File: config.mk
export PLATFORM = sky130hd
export DESIGN_NAME = icd_disable_logic
export DESIGN_NICKNAME = d
export VERILOG_FILES = /design/src/icd_pkg.sv /design/src/icd_disable_logic.sv
export SDC_FILE = /design/constraint.sdc
export NUM_CORES = 1
export LEC_CHECK = 0
export BUFFER_PORTS_ARGS = -buffer_cell sky130_fd_sc_hd__buf_2
export CORE_MARGIN = 5
export CORE_UTILIZATION = 35
export DETAILED_ROUTE_END_ITERATION = 6
export HOLD_SLACK_MARGIN = 0.05
export PLACE_DENSITY = 0.58
export SYNTH_ARGS = -nofsm -noshare
export SYNTH_HDL_FRONTEND = slang
export SYNTH_SLANG_ARGS = --single-unit
File: constraint.sdc
create_clock -name CLOCK -period 3.3 [get_ports CLOCK]
set_clock_uncertainty 0.05 [all_clocks]
set_input_delay 0.495 -clock CLOCK [delete_from_list [all_inputs] [get_ports CLOCK]]
set_output_delay 0.495 -clock CLOCK [all_outputs]
set_load 0.02 [all_outputs]
File: src/icd_pkg.sv
// constants and field layout for the input channel disable logic
package icd_pkg;

  // ****************************************************
  // bus geometry
  // ****************************************************
  localparam int unsigned ADDR_W = 4;
  localparam int unsigned DATA_W = 16;

  // ****************************************************
  // register offsets
  // ****************************************************
  localparam logic [3:0] ADDR_CTRL = 4'h0;
  localparam logic [3:0] ADDR_RISE = 4'h1;
  localparam logic [3:0] ADDR_FALL = 4'h2;
  localparam logic [3:0] ADDR_STAT = 4'h3;

  // ****************************************************
  // control fields
  // ****************************************************
  localparam int unsigned CTRL_EN_BIT = 0;
  localparam int unsigned CTRL_POL_BIT = 1;
  localparam int unsigned CTRL_FUNC_LSB = 2;
  localparam int unsigned CTRL_MODE_LSB = 4;
  localparam int unsigned CTRL_START_LSB = 6;
  localparam int unsigned CTRL_END_LSB = 8;
  localparam logic [15:0] CTRL_MASK = 16'h03FF;
  localparam logic [15:0] CTRL_RESET = 16'h0000;
  localparam logic [15:0] RISE_RESET = 16'h0000;
  localparam logic [15:0] FALL_RESET = 16'h0000;

  // ****************************************************
  // status fields
  // ****************************************************
  localparam int unsigned STAT_DIS_BIT = 0;
  localparam int unsigned STAT_LEVEL_BIT = 1;

  // ****************************************************
  // field codes
  // ****************************************************
  localparam logic [1:0] MODE_RISE = 2'h0;
  localparam logic [1:0] MODE_FALL = 2'h1;
  localparam logic [1:0] MODE_BOTH = 2'h2;
  localparam logic [1:0] REACT_NONE = 2'h0;
  localparam logic [1:0] REACT_RISE = 2'h1;
  localparam logic [1:0] REACT_FALL = 2'h2;
  localparam logic [1:0] REACT_STATE = 2'h3;
  localparam logic [1:0] FUNC_SCENE = 2'h0;
  localparam logic [1:0] FUNC_SCENE_MEM = 2'h1;
  localparam logic [1:0] FUNC_TEMP = 2'h2;

endpackage : icd_pkg

File: src/icd_disable_logic.sv
// input channel disable logic: gating, start and end reactions, register port
`timescale 1ns/10ps
module icd_disable_logic
  import icd_pkg::*;
(
  // clock and reset
  input wire logic CLOCK,
  input wire logic RSTN,
  // register port
  input wire logic [ADDR_W-1:0] ADDR,
  input wire logic [DATA_W-1:0] WDATA,
  input wire logic WR,
  input wire logic RD,
  output logic [DATA_W-1:0] RDATA,
  // channel side
  input wire logic DISABLE_OBJ,
  input wire logic INPUT_PIN,
  // telegram transmit path
  output logic TX_VALID,
  output logic [DATA_W-1:0] TX_DATA
);

  // ****************************************************
  // decode helpers
  // ****************************************************
  function automatic logic rise_ok(input logic [1:0] func, input logic [1:0] mode);
    if (func == FUNC_SCENE_MEM) begin
      return mode == MODE_RISE;
    end
    return (mode == MODE_RISE) || (mode == MODE_BOTH);
  endfunction : rise_ok

  function automatic logic fall_ok(input logic [1:0] func, input logic [1:0] mode);
    if (func == FUNC_SCENE_MEM) begin
      return mode == MODE_FALL;
    end
    return (mode == MODE_FALL) || (mode == MODE_BOTH);
  endfunction : fall_ok

  // returns {send, value} for one reaction code
  function automatic logic [DATA_W:0] react(input logic [1:0] code, input logic [1:0] func,
                                           input logic [1:0] mode, input logic level,
                                           input logic [DATA_W-1:0] rv,
                                           input logic [DATA_W-1:0] fv);
    logic [DATA_W:0] res;
    res = {1'b0, rv};
    unique case (code)
      REACT_NONE: res = {1'b0, rv};
      REACT_RISE: res = {rise_ok(func, mode), rv};
      REACT_FALL: res = {fall_ok(func, mode), fv};
      // both-edge mode only, no memory variant
      REACT_STATE: begin
        res = {(mode == MODE_BOTH) && (func != FUNC_SCENE_MEM), level ? rv : fv};
      end
    endcase
    return res;
  endfunction : react

  // ****************************************************
  // configuration registers
  // ****************************************************
  logic [DATA_W-1:0] ctrl_r;
  logic [DATA_W-1:0] rise_val_r;
  logic [DATA_W-1:0] fall_val_r;

  always_ff @(posedge CLOCK or negedge RSTN) begin
    if (!RSTN) begin
      ctrl_r <= CTRL_RESET;
      rise_val_r <= RISE_RESET;
      fall_val_r <= FALL_RESET;
    end else if (WR) begin
      if (ADDR == ADDR_CTRL) begin
        ctrl_r <= WDATA & CTRL_MASK;
      end
      if (ADDR == ADDR_RISE) begin
        rise_val_r <= WDATA;
      end
      if (ADDR == ADDR_FALL) begin
        fall_val_r <= WDATA;
      end
    end
  end

  logic en;
  logic pol;
  logic [1:0] func;
  logic [1:0] mode;
  logic [1:0] start_code;
  logic [1:0] end_code;
  assign en = ctrl_r[CTRL_EN_BIT];
  assign pol = ctrl_r[CTRL_POL_BIT];
  assign func = ctrl_r[CTRL_FUNC_LSB +: 2];
  assign mode = ctrl_r[CTRL_MODE_LSB +: 2];
  assign start_code = ctrl_r[CTRL_START_LSB +: 2];
  assign end_code = ctrl_r[CTRL_END_LSB +: 2];

  // ****************************************************
  // input pin conditioning
  // ****************************************************
  // a change is taken only once stages two and three agree
  logic [2:0] sync_r;
  logic level_r;
  logic level_chg;
  logic rise_ev;
  logic fall_ev;

  always_ff @(posedge CLOCK or negedge RSTN) begin
    if (!RSTN) begin
      sync_r <= 3'h0;
    end else begin
      sync_r <= {sync_r[1:0], INPUT_PIN};
    end
  end

  assign level_chg = (sync_r[1] == sync_r[2]) && (sync_r[2] != level_r);
  assign rise_ev = level_chg && sync_r[2];
  assign fall_ev = level_chg && !sync_r[2];

  always_ff @(posedge CLOCK or negedge RSTN) begin
    if (!RSTN) begin
      level_r <= 1'b0;
    end else if (level_chg) begin
      level_r <= sync_r[2];
    end
  end

  // ****************************************************
  // effective disable state
  // ****************************************************
  logic dis_nxt;
  logic dis_r;
  logic start_ev;
  logic end_ev;
  logic blocked;

  assign dis_nxt = en && (DISABLE_OBJ ^ pol);

  always_ff @(posedge CLOCK or negedge RSTN) begin
    if (!RSTN) begin
      dis_r <= 1'b0;
    end else begin
      dis_r <= dis_nxt;
    end
  end

  assign start_ev = dis_nxt && !dis_r;
  assign end_ev = !dis_nxt && dis_r;
  // edges are dropped across the whole disabled span, including its edges
  assign blocked = dis_nxt || dis_r;

  // ****************************************************
  // telegram selection
  // ****************************************************
  logic [DATA_W:0] start_sel;
  logic [DATA_W:0] end_sel;
  logic tx_nxt;
  logic [DATA_W-1:0] tx_data_nxt;

  assign start_sel = react(start_code, func, mode, level_r, rise_val_r, fall_val_r);
  assign end_sel = react(end_code, func, mode, level_r, rise_val_r, fall_val_r);

  always_comb begin
    tx_nxt = 1'b0;
    tx_data_nxt = TX_DATA;
    if (start_ev) begin
      tx_nxt = start_sel[DATA_W];
      tx_data_nxt = start_sel[DATA_W-1:0];
    end else if (end_ev) begin
      tx_nxt = end_sel[DATA_W];
      tx_data_nxt = end_sel[DATA_W-1:0];
    end else if (!blocked && rise_ev && rise_ok(func, mode)) begin
      tx_nxt = 1'b1;
      tx_data_nxt = rise_val_r;
    end else if (!blocked && fall_ev && fall_ok(func, mode)) begin
      tx_nxt = 1'b1;
      tx_data_nxt = fall_val_r;
    end
  end

  always_ff @(posedge CLOCK or negedge RSTN) begin
    if (!RSTN) begin
      TX_VALID <= 1'b0;
      TX_DATA <= RISE_RESET;
    end else begin
      TX_VALID <= tx_nxt;
      if (tx_nxt) begin
        TX_DATA <= tx_data_nxt;
      end
    end
  end

  // ****************************************************
  // register read port
  // ****************************************************
  logic [DATA_W-1:0] rd_nxt;

  always_comb begin
    rd_nxt = '0;
    if (RD) begin
      unique case (ADDR)
        ADDR_CTRL: rd_nxt = ctrl_r;
        ADDR_RISE: rd_nxt = rise_val_r;
        ADDR_FALL: rd_nxt = fall_val_r;
        ADDR_STAT: begin
          rd_nxt[STAT_DIS_BIT] = dis_r;
          rd_nxt[STAT_LEVEL_BIT] = level_r;
        end
        default: rd_nxt = '0;
      endcase
    end
  end

  // data stand only in the cycle after the strobe
  always_ff @(posedge CLOCK or negedge RSTN) begin
    if (!RSTN) begin
      RDATA <= '0;
    end else begin
      RDATA <= rd_nxt;
    end
  end
endmodule : icd_disable_logic

==> Yosys cells after proc, flatten, opt, wreduce, memory -nomap -nowiden <==
Cells that the tools add are included.
{ "totals": {"ff_bits": 80, "latchBits": 0, "mem_bits_rw": 0, "out_inout_bits": 33, "mem_count": 0, "inputBits": 26, "romBits": 0} }
{ "classes": {"mul": 0, "add_sub_neg": 0, "mux": 37, "order_cmp": 0, "n_reduce_logical": 27, "bitwise": 1, "n_eq_ne": 15, "div": 0, "n_shift": 0} }
{ "op_table": {"columns": ["op", "count"], "rows": [
  ["17-bit one-hot mux with 4 select lines", 2],
  ["16-bit two-way mux", 6],
  ["14-bit one-hot mux with 3 select lines", 1],
  ["1-bit two-way mux", 27],
  ["1-bit logical AND", 11],
  ["2-bit == test, second input constant", 5],
  ["2-bit by 1-bit == test with 1-bit output, second input constant", 4],
  ["4-bit by 2-bit == test with 1-bit output, second input constant", 2],
  ["2-bit one-hot mux with 4 select lines", 1],
  ["2-bit AND reduction", 4],
  ["2-bit zero test", 3],
  ["4-bit by 1-bit == test with 1-bit output, second input constant", 1],
  ["1-bit zero test", 4],
  ["4-bit zero test", 1],
  ["4-bit nonzero test", 1],
  ["1-bit logical OR", 3],
  ["2-bit by 1-bit != test with 1-bit output, second input constant", 1],
  ["1-bit == test", 1],
  ["1-bit != test", 1],
  ["1-bit XOR", 1]
]} }

==> Logic depth before layout (Yosys ltp) <==
Gate-level depths: netlist of the first run.
{ "depth": {"ltp_word": 23, "depth_mapped": 12, "ltp_nobuf": 9} }

==> Worst setup path after synthesis of the first run <==
No wires, ideal clock.
{ "synth_path": {"path_kind": "input port to flip-flop", "startpoint": "input port DISABLE_OBJ", "endpoint": "register TX_DATA[0]", "setup_slack_ns": 0.869, "t_arrival_ns": 2.252, "path_stages": 12, "t_required_ns": 3.121, "path_cell_list": "xor2_1 > nand2_1 > inv_1 > ha_1 > buf_2 > nor2b_1 > clkbuf_1 > inv_1 > a221oi_1 > nor3_2 > buf_6 > mux2i_1"} }
{ "synth_via": {"elab_chain_cells": 11, "elab_cells_between_ends": 20, "cone_classes": "7 x mux; 1 x bitwise; 12 x reduce/logical"} }
{ "synth_lines": {"columns": ["element", "line_no", "text"], "rows": [
  ["start: declaration", "icd_disable_logic.sv:16", "input wire logic DISABLE_OBJ,"],
  ["1-bit XOR (*)", "icd_disable_logic.sv:136", "assign dis_nxt = en && (DISABLE_OBJ ^ pol);"],
  ["1-bit logical AND (*)", "icd_disable_logic.sv:136", null],
  ["net dis_nxt", "icd_disable_logic.sv:130", "logic dis_nxt;"],
  ["1-bit logical OR", "icd_disable_logic.sv:149", "assign blocked = dis_nxt || dis_r;"],
  ["1-bit zero test", "icd_disable_logic.sv:171, icd_disable_logic.sv:174", null],
  ["1-bit logical AND (2 in a row)", "icd_disable_logic.sv:174", "end else if (!blocked && fall_ev && fall_ok(func, mode)) begin"],
  ["1-bit two-way mux", "icd_disable_logic.sv:174", null],
  ["1-bit two-way mux", "icd_disable_logic.sv:171", "end else if (!blocked && rise_ev && rise_ok(func, mode)) begin"],
  ["1-bit two-way mux", "icd_disable_logic.sv:168", "end else if (end_ev) begin"],
  ["1-bit two-way mux", "icd_disable_logic.sv:165", "if (start_ev) begin"],
  ["2-bit AND reduction (no line)", null, null],
  ["end signal: assignment", "icd_disable_logic.sv:187", "TX_DATA <= tx_data_nxt;"],
  ["end: declaration", "icd_disable_logic.sv:20", "output logic [DATA_W-1:0] TX_DATA"]
]} }
Mark *: on every way through the listed nets, which the timed path passes. The rest lies on a longest branch.
A chain may end at the register's enable or synchronous reset.

==> Worst setup path after layout of the first run <==
{ "layout_path": {"startpoint": "register ctrl_r[1]", "endpoint": "register TX_DATA[0]"} }
{ "layout_via": {"elab_chain_cells": 11, "elab_cells_between_ends": 20, "cone_classes": "7 x mux; 1 x bitwise; 12 x reduce/logical"} }
{ "layout_lines": {"columns": ["element", "line_no", "text"], "rows": [
  ["start: declaration", "icd_disable_logic.sv:62", "logic [DATA_W-1:0] ctrl_r;"],
  ["start signal: assignment", "icd_disable_logic.sv:73", "ctrl_r <= WDATA & CTRL_MASK;"],
  ["1-bit XOR (*)", "icd_disable_logic.sv:136", null],
  ["1-bit logical AND (*)", "icd_disable_logic.sv:136", null],
  ["net dis_nxt", "icd_disable_logic.sv:130", null],
  ["1-bit logical OR", "icd_disable_logic.sv:149", null],
  ["1-bit zero test", "icd_disable_logic.sv:171, icd_disable_logic.sv:174", null],
  ["1-bit logical AND (2 in a row)", "icd_disable_logic.sv:174", null],
  ["1-bit two-way mux", "icd_disable_logic.sv:174", null],
  ["1-bit two-way mux", "icd_disable_logic.sv:171", null],
  ["1-bit two-way mux", "icd_disable_logic.sv:168", null],
  ["1-bit two-way mux", "icd_disable_logic.sv:165", null],
  ["2-bit AND reduction (no line)", null, null]
]} }
Marked as above.

==> metrics.yaml, run 1 <==
run_status:
  outcome: "completed"
worst_setup_path:
  crit_slowest_cell: "sky130_fd_sc_hd__a222oi_1"
  start_kind: "flop"
  timing.critical_path.slowest_cell_delay_ns: 0.43
  cp.arrival_ns: 2.61
  crit_fanout: 11
  crit_path_frequent_cell: "sky130_fd_sc_hd__inv_1"
  worstPathRequired_ns: 3.44
  timing.setup.critical_path_class: "flop to flop"
  crit_chain: "xor2_1 -> nand2_1 -> inv_1 -> ha_1 -> nor2_1 -> inv_1 -> a222oi_1 -> nor3_2 -> buf_4 -> mux2i_1"
  kind_of_end_point_of_the_critical_path: "flop"
  worstRegToRegCells: 10
layout:
  finish.cell_count_without_fillers: 549
  leading_cell_types_in_the_layout_fill_and_taps_excluded: "sky130_fd_sc_hd__dfrtp_1, sky130_fd_sc_hd__buf_2, sky130_fd_sc_hd__mux2_2"
  final_layout_size_suffix_gt1_share_pct: 33.7
  antennaDiodeCount: 0
  layout_commonest_cell: "sky130_fd_sc_hd__dfrtp_1"
  area_growth_pct: 21.2
  nets: 436
  final_core_util_pct: 43.7
min_path:
  hold_class: "input pin to flop"
  whs_path_depth: 1
yosys:
  syn-cell-area_sq_um: 3950
  seq_area_frac_synth_pct: 50.7
  synthMuxAreaShare_pct: 20.6
  synth_area_leaders: "sky130_fd_sc_hd__dfrtp_1, sky130_fd_sc_hd__mux2_2, sky130_fd_sc_hd__mux2i_1, sky130_fd_sc_hd__nand2_1, sky130_fd_sc_hd__a32oi_1"
  synth_xor_xnor_area_share_pct: 0.222
  synth_compound_area_share_pct: 14.2
  synth.ff_latch_count: 80
  synth.lib_cells_used.distinct: 35
  synth_enable_flop_cells: 0
  syn_nets: 371
  combinational_family_with_the_most_area_after_synthesis: "multiplexers"
  netlist.top_cell.by_area: "sky130_fd_sc_hd__dfrtp_1"
  synth.yosys.warnings: 0
  post_synth_simple_gate_area_pct: 7.58
  fraction_of_registers_with_async_set_reset_pct: 100
  synth-adder-area-share_pct: 2.16
  yosysTopAreaCellShare_pct: 50.7
  synth_ff_type: "sky130_fd_sc_hd__dfrtp_1"
  synthesis.area_per_instance_sq_um: 11.6
  syn_inst: 339
sta:
  maxClockFrequency_mhz: 405
  finalHoldViolations: 0
  timing.slew.headroom_pct: 32.3
  worst_pin_slew_ns: 1.02
  timing.final.max_slew_violations: 0
  grt_setup_unrepaired: "no"
  finalCriticalPeriod_ns: 2.47
  fin_setup_tns_ns: 0
  setup_viol: 0
  finalCritPeriodShare_pct: 74.8
  worst_slack_ns: 0.831
  fin_hold_ws_ns: 0.232
global_routing:
  grt_start_max_net_pins: 81
  grt_util_met2_pct: 26.6
  grt_antenna_before_repair: 0
  globalRouteTotalUtil_pct: 16.4
  met1_grt_util_pct: 20.9
  grt_pass1_wl_microns: 16800
  number_of_global_route_vias_before_repair: 3139
  top_usage_layer: "met2"
  groute.layer.met3.usage_pct: 3.21
  grt_remaining_overflow: 0
drt:
  detailedRoute.firstIterationViolations: 242
  ant_nets: 0
  post-route-drc-count: 0
  vias: 3035
  detail_route.vias_per_cell: 5.53
  post_drt_wl_per_cell_microns: 18.9
  drtPass1Iterations: 7
  detail_route.wirelength_microns: 10400
clock_tree:
  cts_tree: "done"
  insertion_delay_ns: 0.33
  ctsHtreeMaxLevel: 3
  path_clk_slew_ns: 0.06
  clock-root-buffer: "sky130_fd_sc_hd__clkbuf_16"
  post_cts_hold_buffer_count: 0
  clock_sinks: 80
  tritoncts.num_buffers: 9
  clk_path_buf_depth: 2
  cts_post_setup_buffers_inserted: 0
  post_cts_resize_count: 0
die:
  total_die_area_sq_um: 13500
  die_height_microns: 116
  core_region_area_sq_um: 10900
  top_level_ports: 59
  initial_core_util_pct: 36.1
  floorplan.rows: 38
  die_x_microns: 116
power:
  total_power_per_unit_cell_area_nw_per_um2: 773
  vdd.ir_drop.worst_mv: 0.256
  leakage_power_nw: 2.21
run:
  cap_viol_max_count: 0
place:
  gpl.final_weighted_congestion: 0.774
  dpl_worst_slack_ns: 0.687
  place_inst: 533
  port_buffers: 58
  place_hpwl_microns: 7010
-- layout make-up --
class / instances / area, sq um
timing repair buffer: 73 / 405
multi-input combinational: 215 / 1770
inverter: 25 / 93.8
clock buffer: 14 / 274
tap: 140 / 175
clock inverter: 2 / 60.1
sequential: 80 / 2000
fill: 1034 / 6160
-- Yosys cell counts, drive strengths merged, types with 3 or more instances --
library cell   n
a21o           4
a221oi         3
a222oi        11
a22oi          8
a32oi         15
buf            5
clkbuf        14
dfrtp         80
ha             6
inv           25
mux2          45
mux2i         30
nand2         36
nor2          20
o221ai        15
-- metal layers --
metal	wire, microns	up-vias
met5	0	-
met1	4410	1515
met4	295	0
li1	-	1390
met3	647	21
met2	5040	109
-- through the flow --
| step | cell area (sq um) | total power [W] |
|---|---|---|
| after floorplan | 3950 | 0.00221 |
| after global placement | 4450 | 0.00259 |
| after detailed placement | 4450 | 0.00262 |
| after CTS | 4780 | 0.00373 |
| after global routing | 4780 | 0.00392 |
| final | 4780 | 0.00369 |
-- sequential cells by signal, indices dropped and copies added (netlist names) --
signal / flops
RDATA: 16
TX_DATA: 16
fall_val_r: 16
rise_val_r: 16
ctrl_r: 10
sync_r: 3
TX_VALID: 1
dis_r: 1
level_r: 1
-- power breakdown --
| group | total, W | internal [W] | switching, W | leakage [nW] |
|---|---|---|---|---|
| clock | 0.00109 | 0.000725 | 0.000369 | 0.163 |
| sequential | 0.00143 | 0.00121 | 0.000215 | 1.01 |
| combinational | 0.00117 | 0.000519 | 0.000654 | 1.04 |
-- logic make-up (layout without fill, tap and decap cells) --
logic type | after synthesis | in the layout
and+or+nand+nor | 67 | 67
adders and majority gates | 7 | 7
xor gates and xnor gates | 1 | 1
DFF | 80 | 80
buffers and inverters | 44 | 114
AOI/OAI and AO/OA | 65 | 65
muxes | 75 | 75
-- worst paths after layout --
path / start / to / slack (ns)
setup / recovery: ctrl_r[1] / TX_DATA[0] / 0.83
min in group asynchronous: RSTN / RDATA[0] / 0.25
max in group asynchronous: RSTN / RDATA[2] / 2.25
hold / removal: INPUT_PIN / sync_r[0] / 0.23
setup reg to reg: ctrl_r[1] / TX_DATA[0] / 0.83
hold reg to reg: sync_r[0] / sync_r[1] / 0.32
-- worst max-delay path, delay by kind of cell, from the launching register on --
kind            cells  cell delay (ns)
flops               1             0.40
xor+xnor            1             0.16
mux                 1             0.14
simple gates        3             0.42
fa+ha+maj           1             0.36
buf+inv             3             0.36
compound gates      1             0.43
Power figures use the tool's default switching activity.
==> run 2: changes to the inputs <==
--- a/config.mk
+++ b/config.mk
@@ -5,6 +5,7 @@
 export SDC_FILE = /design/constraint.sdc
 export NUM_CORES = 1
 export LEC_CHECK = 0
+export ABC_AREA = 1
 export BUFFER_PORTS_ARGS = -buffer_cell sky130_fd_sc_hd__buf_2
 export CORE_MARGIN = 5
 export CORE_UTILIZATION = 35
==> constraint.sdc (replaced) <==
create_clock -name CLOCK -period 2.3 [get_ports CLOCK]
set_clock_uncertainty 0.05 [all_clocks]
set_input_delay 0.345 -clock CLOCK [delete_from_list [all_inputs] [get_ports CLOCK]]
set_output_delay 0.345 -clock CLOCK [all_outputs]
set_load 0.02 [all_outputs]
==> metrics.yaml, run 2 <==
yosys:
  synth_ff_type: "sky130_fd_sc_hd__dfrtp_1"  # unchanged
  syn-cell-area_sq_um: 4640  # was 3950 sq um
  seq_area_frac_synth_pct: 43.2  # was 50.7%
  synth_area_leaders: "sky130_fd_sc_hd__dfrtp_1, sky130_fd_sc_hd__nand2_1, sky130_fd_sc_hd__nand3_1, sky130_fd_sc_hd__o21ai_0, sky130_fd_sc_hd__inv_1"  # was sky130_fd_sc_hd__dfrtp_1, sky130_fd_sc_hd__mux2_2, sky130_fd_sc_hd__mux2i_1, sky130_fd_sc_hd__nand2_1, sky130_fd_sc_hd__a32oi_1
  synth_enable_flop_cells: 0  # unchanged
  yosysTopAreaCellShare_pct: 43.2  # was 50.7%
  synth.ff_latch_count: 80  # unchanged
  synth.yosys.warnings: 0  # unchanged
  syn_inst: 650  # was 339
  synthesis.area_per_instance_sq_um: 7.13  # was 11.6 sq um
  post-synth-top-count-cell: "sky130_fd_sc_hd__nand2_1"  # was sky130_fd_sc_hd__dfrtp_1
  fraction_of_registers_with_async_set_reset_pct: 100  # unchanged
  post_synth_most_frequent_cells: "sky130_fd_sc_hd__nand2_1, sky130_fd_sc_hd__dfrtp_1, sky130_fd_sc_hd__nand3_1"  # was sky130_fd_sc_hd__dfrtp_1, sky130_fd_sc_hd__mux2_2, sky130_fd_sc_hd__nand2_1
  syn_nets: 682  # was 371
  synth.lib_cells_used.distinct: 27  # was 35
  netlist.top_cell.by_area: "sky130_fd_sc_hd__dfrtp_1"  # unchanged
min_path:
  hold_class: "input pin to async pin"  # was input pin to flop
drt:
  detailedRoute.firstIterationViolations: 430  # was 242
  post_drt_wl_per_cell_microns: 16.0  # was 18.9 microns
  detail_route.wirelength_microns: 14200  # was 10400 microns
  ant_nets: 0  # unchanged
  detail_route.vias_per_cell: 5.08  # was 5.53
  vias: 4518  # was 3035
  drtPass1Iterations: 5  # was 7
  post-route-drc-count: 0  # unchanged
layout:
  final_layout_size_suffix_gt1_share_pct: 16.0  # was 33.7%
  final_cell_area_sq_um: 5490  # was 4780 sq um
  sequential_cell_area_sq_um: 2000  # unchanged
  area_growth_pct: 18.4  # was 21.2%
  nets: 741  # was 436
  leading_cell_types_in_the_layout_fill_and_taps_excluded: "sky130_fd_sc_hd__nand2_1, sky130_fd_sc_hd__dfrtp_1, sky130_fd_sc_hd__nand3_1"  # was sky130_fd_sc_hd__dfrtp_1, sky130_fd_sc_hd__buf_2, sky130_fd_sc_hd__mux2_2
  antennaDiodeCount: 0  # unchanged
  num-fill-cells: 1379  # was 1034
  multi_input_comb_area_sq_um: 2250  # was 1770 sq um
  layout_commonest_cell: "sky130_fd_sc_hd__nand2_1"  # was sky130_fd_sc_hd__dfrtp_1
worst_setup_path:
  crit_slowest_cell: "sky130_fd_sc_hd__dfrtp_1"  # was sky130_fd_sc_hd__a222oi_1
  kind_of_end_point_of_the_critical_path: "flop"  # unchanged
  critical_path.n_buffers_inverters: 3  # unchanged
  start_kind: "flop"  # unchanged
  crit_fanout: 21  # was 11
  worstPathRequired_ns: 2.48  # was 3.44 ns
  worstRegToRegCells: 12  # was 10
  worst_path_dominant_cell_family: "buffers and inverters"  # was compound AO/OA/AOI/OAI gates
  timing.critical_path.slowest_cell_delay_ns: 0.41  # was 0.43 ns
  cp.arrival_ns: 2.29  # was 2.61 ns
  worst-path-stages: 12  # was 10
  crit_chain: "nor2_1 -> nor2_2 -> inv_1 -> ha_1 -> clkinvlp_4 -> buf_12 -> a21oi_1 -> o211ai_1 -> nand3_1 -> nand2_1 -> nand3_1 -> nand2_1"  # was xor2_1 -> nand2_1 -> inv_1 -> ha_1 -> nor2_1 -> inv_1 -> a222oi_1 -> nor3_2 -> buf_4 -> mux2i_1
  timing.setup.critical_path_class: "flop to flop"  # unchanged
die:
  total_die_area_sq_um: 15600  # was 13500 sq um
  die_height_microns: 125  # was 116 microns
  core_region_area_sq_um: 13100  # was 10900 sq um
  top_level_ports: 59  # unchanged
  floorplan.rows: 42  # was 38
  initial_core_util_pct: 35.3  # was 36.1%
  die_x_microns: 125  # was 116 microns
sta:
  timing.slew.headroom_pct: 51.2  # was 32.3%
  finalCriticalPeriod_ns: 2.11  # was 2.47 ns
  setup_viol: 0  # unchanged
  finalCritPeriodShare_pct: 91.9  # was 74.8%
  worst_pin_slew_ns: 0.732  # was 1.02 ns
  maxClockFrequency_mhz: 473  # was 405 MHz
  finalHoldViolations: 0  # unchanged
  fin_setup_tns_ns: 0  # unchanged
  timing.final.max_slew_violations: 0  # unchanged
  grt_setup_unrepaired: "no"  # unchanged
  fin_hold_ws_ns: 0.0250  # was 0.232 ns
place:
  gpl.final_weighted_congestion: 0.923  # was 0.774
  place_area_sq_um: 5170  # was 4450 sq um
  place_hpwl_microns: 10200  # was 7010 microns
  port_buffers: 58  # unchanged
global_routing:
  grt_pass1_wl_microns: 23100  # was 16800 microns
  grt_remaining_overflow: 0  # unchanged
  met1_grt_util_pct: 26.8  # was 20.9%
  top_usage_layer: "met2"  # unchanged
  groute.layer.met3.usage_pct: 3.71  # was 3.21%
  grt_util_met2_pct: 27.0  # was 26.6%
  grt_antenna_before_repair: 0  # unchanged
  grt_start_max_net_pins: 60  # was 81
  globalRouteTotalUtil_pct: 18.4  # was 16.4%
  number_of_global_route_vias_before_repair: 4329  # was 3139
clock_tree:
  post_cts_hold_buffer_count: 0  # unchanged
  insertion_delay_ns: 0.34  # was 0.33 ns
  clock-root-buffer: "sky130_fd_sc_hd__clkbuf_16"  # unchanged
  clock_sinks: 80  # unchanged
  path_clk_slew_ns: 0.06  # about the same
  cts_tree: "done"  # unchanged
  clk_path_buf_depth: 2  # unchanged
  ctsHtreeMaxLevel: 3  # unchanged
  tritoncts.num_buffers: 9  # unchanged
power:
  leakage_power_nw: 2.85  # was 2.21 nW
  total_power_per_unit_cell_area_nw_per_um2: 945  # was 773 nW/um^2
  vdd.ir_drop.worst_mv: 0.424  # was 0.256 mV
  design_power_total_w: 0.00519  # was 0.00369 W
run:
  cap_viol_max_count: 0  # unchanged
run_status:
  outcome: "completed"  # unchanged
==> run 2: changes by cell type in the layout (fill, tap and decap cells not counted), sizes merged, moves of 7 or more <==
cell,delta
mux2i,-30
nor2,-7
a222oi,-11
nand3,+77
o21ai,+64
inv,+39
a22oi,-8
a21oi,+25
a32oi,-15
mux2,-45
o211ai,+16
nand2,+215
==> run 2: where the power goes <==
group          switching (W)  total [W]  internal, W  leakage (nW)
Combinational        0.00116    0.00176     0.000599          1.67
Sequential          0.000323    0.00202      0.00170          1.04
Clock               0.000609    0.00141     0.000798         0.143
==> run 2: path summary, 6_finish.rpt <==
| kind | from | endpoint | slack [ns] |
|---|---|---|---|
| min reg2reg | sync_r[0] | sync_r[1] | 0.30 |
| max reg2reg | ctrl_r[1] | TX_DATA[7] | 0.19 |
| min in group CLOCK | INPUT_PIN | sync_r[0] | 0.07 |
| max in group asynchronous | RSTN | ctrl_r[9] | 1.52 |
| max | ctrl_r[1] | TX_DATA[7] | 0.19 |
| min | RSTN | ctrl_r[0] | 0.03 |
==> run 2: final cells by class <==
class                      count  share of cell area [%]
timing repair buffer          79                    8.67
sequential                    80                    36.5
inverter                      65                    4.52
clock inverter                 5                   0.707
tap                          176                    4.01
clock buffer                  11                    4.61
multi-input combinational    474                    41.0
==> run 2: kinds of logic after synthesis <==
family | Yosys count | synth area share, %
AOI/OAI and AO/OA | 118 | 14.4
adders and majority gates | 6 | 1.62
buffers and inverters | 96 | 8.34
DFF | 80 | 43.2
and+or+nand+nor | 350 | 32.4
==> run 2: repair_timing <==
| action | CTS | global route |
|---|---|---|
| setup endpoints to repair | 0 | 15 |
| gates resized for setup | 0 | 2 |
| buffers inserted | 0 | 2 |
| hold endpoints to repair | 0 | 0 |
==> run 2: layer usage <==
metal	up-vias	part of all wire, %
met5	-	0
met4	0	2.2
met3	24	7.7
met2	190	44
met1	2063	46
li1	2241	-
==> run 2: per-stage QoR <==
step	worst slack, ns	instances	utilization [%]
floorplan	0.437	650	-
global route	0.00987	890	41.8
global placement	0.126	872	39.4
CTS	0.103	888	41.6
finish	0.187	890	41.8
detailed placement	0.0813	872	39.4
==> run 3: changes to the inputs <==
--- a/config.mk
+++ b/config.mk
@@ -11,7 +11,7 @@
 export CORE_UTILIZATION = 35
 export DETAILED_ROUTE_END_ITERATION = 6
 export HOLD_SLACK_MARGIN = 0.05
-export PLACE_DENSITY = 0.58
+export PLACE_DENSITY = 0.6
 export SYNTH_ARGS = -nofsm -noshare
 export SYNTH_HDL_FRONTEND = slang
 export SYNTH_SLANG_ARGS = --single-unit
==> constraint.sdc (replaced) <==
create_clock -name CLOCK -period 1.9 [get_ports CLOCK]
set_clock_uncertainty 0.05 [all_clocks]
set_input_delay 0.285 -clock CLOCK [delete_from_list [all_inputs] [get_ports CLOCK]]
set_output_delay 0.285 -clock CLOCK [all_outputs]
set_load 0.02 [all_outputs]
==> metrics.yaml, run 3 (same netlist as run 2, synthesis figures left out) <==
clock_tree:
  ctsHtreeMaxLevel: 3  # unchanged
  clk_path_buf_depth: 2  # unchanged
  clock-root-buffer: "sky130_fd_sc_hd__clkbuf_16"  # unchanged
  path_clk_slew_ns: 0.06  # about the same
  insertion_delay_ns: 0.34  # about the same
  cts_tree: "done"  # unchanged
  tritoncts.num_buffers: 9  # unchanged
  clock_sinks: 80  # unchanged
layout:
  num-fill-cells: 1342  # was 1379
  leading_cell_types_in_the_layout_fill_and_taps_excluded: "sky130_fd_sc_hd__nand2_1, sky130_fd_sc_hd__dfrtp_1, sky130_fd_sc_hd__o21ai_0, sky130_fd_sc_hd__nand3_1, sky130_fd_sc_hd__inv_1"  # was sky130_fd_sc_hd__nand2_1, sky130_fd_sc_hd__dfrtp_1, sky130_fd_sc_hd__nand3_1
  layout_commonest_cell: "sky130_fd_sc_hd__nand2_1"  # unchanged
  antennaDiodeCount: 0  # unchanged
  final_layout_size_suffix_gt1_share_pct: 22.6  # was 16.0%
  area_growth_pct: 29.7  # was 18.4%
  nets: 771  # was 741
  multi_input_comb_area_sq_um: 2460  # was 2250 sq um
  sequential_cell_area_sq_um: 2000  # unchanged
power:
  total_power_per_unit_cell_area_nw_per_um2: 1110  # was 945 nW/um^2
  vdd.ir_drop.worst_mv: 0.413  # was 0.424 mV
  leakage_power_nw: 3.06  # was 2.85 nW
die:
  total_die_area_sq_um: 15600  # unchanged
  die_x_microns: 125  # unchanged
  die_height_microns: 125  # unchanged
  core_region_area_sq_um: 13100  # unchanged
  top_level_ports: 59  # unchanged
  initial_core_util_pct: 35.3  # unchanged
  floorplan.rows: 42  # unchanged
global_routing:
  grt_remaining_overflow: 0  # unchanged
  grt_antenna_before_repair: 0  # unchanged
  number_of_global_route_vias_before_repair: 4512  # was 4329
  grt_start_max_net_pins: 41  # was 60
  globalRouteTotalUtil_pct: 19.1  # was 18.4%
  grt_pass1_wl_microns: 24200  # was 23100 microns
sta:
  finalHoldViolations: 0  # unchanged
  worst_slack_ns: -0.0533  # was 0.187 ns
  setup_viol: 16  # was 0
  worst_pin_slew_ns: 0.614  # was 0.732 ns
  fin_hold_ws_ns: 0.162  # was 0.0250 ns
  timing.slew.headroom_pct: 59.0  # was 51.2%
  fin_setup_tns_ns: -0.609  # was 0 ns
  finalCriticalPeriod_ns: 1.95  # was 2.11 ns
  finalCritPeriodShare_pct: 103  # was 91.9%
  timing.final.max_slew_violations: 0  # unchanged
  maxClockFrequency_mhz: 512  # was 473 MHz
  grt_setup_unrepaired: "yes"  # was no
worst_setup_path:
  crit_chain: "nand2_1 -> nand2_1 -> nor2_2 -> inv_2 -> ha_4 -> nand2_4 -> nor2_4 -> nand2_4 -> nand3_4 -> nand3_4 -> nand2_8 -> clkbuf_16 -> nand3_2 -> nand2_1"  # was nor2_1 -> nor2_2 -> inv_1 -> ha_1 -> clkinvlp_4 -> buf_12 -> a21oi_1 -> o211ai_1 -> nand3_1 -> nand2_1 -> nand3_1 -> nand2_1
  kind_of_end_point_of_the_critical_path: "flop"  # unchanged
  start_kind: "flop"  # unchanged
  timing.critical_path.slowest_cell_delay_ns: 0.40  # was 0.41 ns
  crit_fanout: 6  # was 21
  worstPathRequired_ns: 2.08  # was 2.48 ns
  timing.setup.critical_path_class: "flop to flop"  # unchanged
  crit_slowest_cell: "sky130_fd_sc_hd__dfrtp_1"  # unchanged
  crit_path_frequent_cell: "sky130_fd_sc_hd__nand2_1"
  cp.arrival_ns: 2.14  # was 2.29 ns
drt:
  routed.top_layer: "met4"  # unchanged
  drtPass1Iterations: 5  # unchanged
  detail_route.wirelength_microns: 14900  # was 14200 microns
  detail_route.vias_per_cell: 5.09  # was 5.08
  met2RoutedLength_microns: 6770  # was 6200 microns
  post-route-drc-count: 0  # unchanged
  vias: 4686  # was 4518
  detailedRoute.firstIterationViolations: 412  # was 430
  post_drt_wl_per_cell_microns: 16.2  # was 16.0 microns
  ant_nets: 0  # unchanged
  detail_route.wirelength.met1_microns: 6970  # was 6610 microns
  met3_wirelength_microns: 951  # was 1090 microns
run:
  cap_viol_max_count: 0  # unchanged
place:
  port_buffers: 58  # unchanged
  dpl_worst_slack_ns: -0.153  # was 0.0813 ns
  place_hpwl_microns: 11000  # was 10200 microns
  gpl.final_weighted_congestion: 0.924  # was 0.923
min_path:
  hold_class: "input pin to flop"  # was input pin to async pin
run_status:
  violations: "setup timing"
  outcome: "finished, violations left"  # was completed
## run 3: final timing paths
path	start	end	slack, ns	cells past startpoint
worst max register to register	ctrl_r[1]	TX_DATA[10]	-0.05	14
max in group asynchronous	RSTN	TX_DATA[7]	0.91	3
min in group asynchronous	RSTN	fall_val_r[5]	0.28	2
worst min register to register	sync_r[0]	sync_r[1]	0.30	0
worst max-delay path	ctrl_r[1]	TX_DATA[10]	-0.05	14
worst min-delay path	WDATA[11]	fall_val_r[11]	0.16	3
## run 3: per-stage QoR
stage	cell area, sq um	total power (W)	std cells	utilization, %
floorplan	4640	0.00377	650	-
global placement	5360	0.00467	892	40.8
detailed placement	5360	0.00471	892	40.8
CTS	5800	0.00649	916	44.1
global route	6010	0.00711	920	45.8
finish	6010	0.00667	920	45.8
## run 3: where the power goes
group          internal (W)  leakage (nW)  switching [W]
logic               0.00101          1.89        0.00160
clock network      0.000890         0.133       0.000719
registers           0.00206          1.04       0.000394
total               0.00396          3.06        0.00271
## run 3: repair_timing
action | 4_1_cts | 5_1_grt
cloned | 2 | 2
buffers inserted | 4 | 2
pin swaps | 4 | 21
gates resized for setup | 16 | 29
hold buffers | 2 | 0
endpoints found under the hold margin | 53 | 0
endpoints found under the setup margin | 16 | 17
## run 3: critical path: cells and delay by family, from the launching register on
family                   cells  cell delay (ns)
adder cells (fa/ha/maj)      1             0.18
AND/OR/NAND/NOR             11             0.93
flip-flops                   1             0.40
buffers and inverters        2             0.27
## run 3: layout make-up
cell class | instances | area share, %
clock buffer | 10 | 3.81
clock inverter | 6 | 0.728
inverter | 65 | 4.06
multi-input combinational | 476 | 40.9
sequential | 80 | 33.3
tap | 176 | 3.66
timing repair buffer | 107 | 13.6
## run 3: per-layer routing
metal / GRT usage (%) / up-vias
met5: 0 / -
met4: 5.93 / 0
met3: 2.60 / 18
met2: 29.1 / 172
met1: 28.1 / 2197
li1: - / 2299
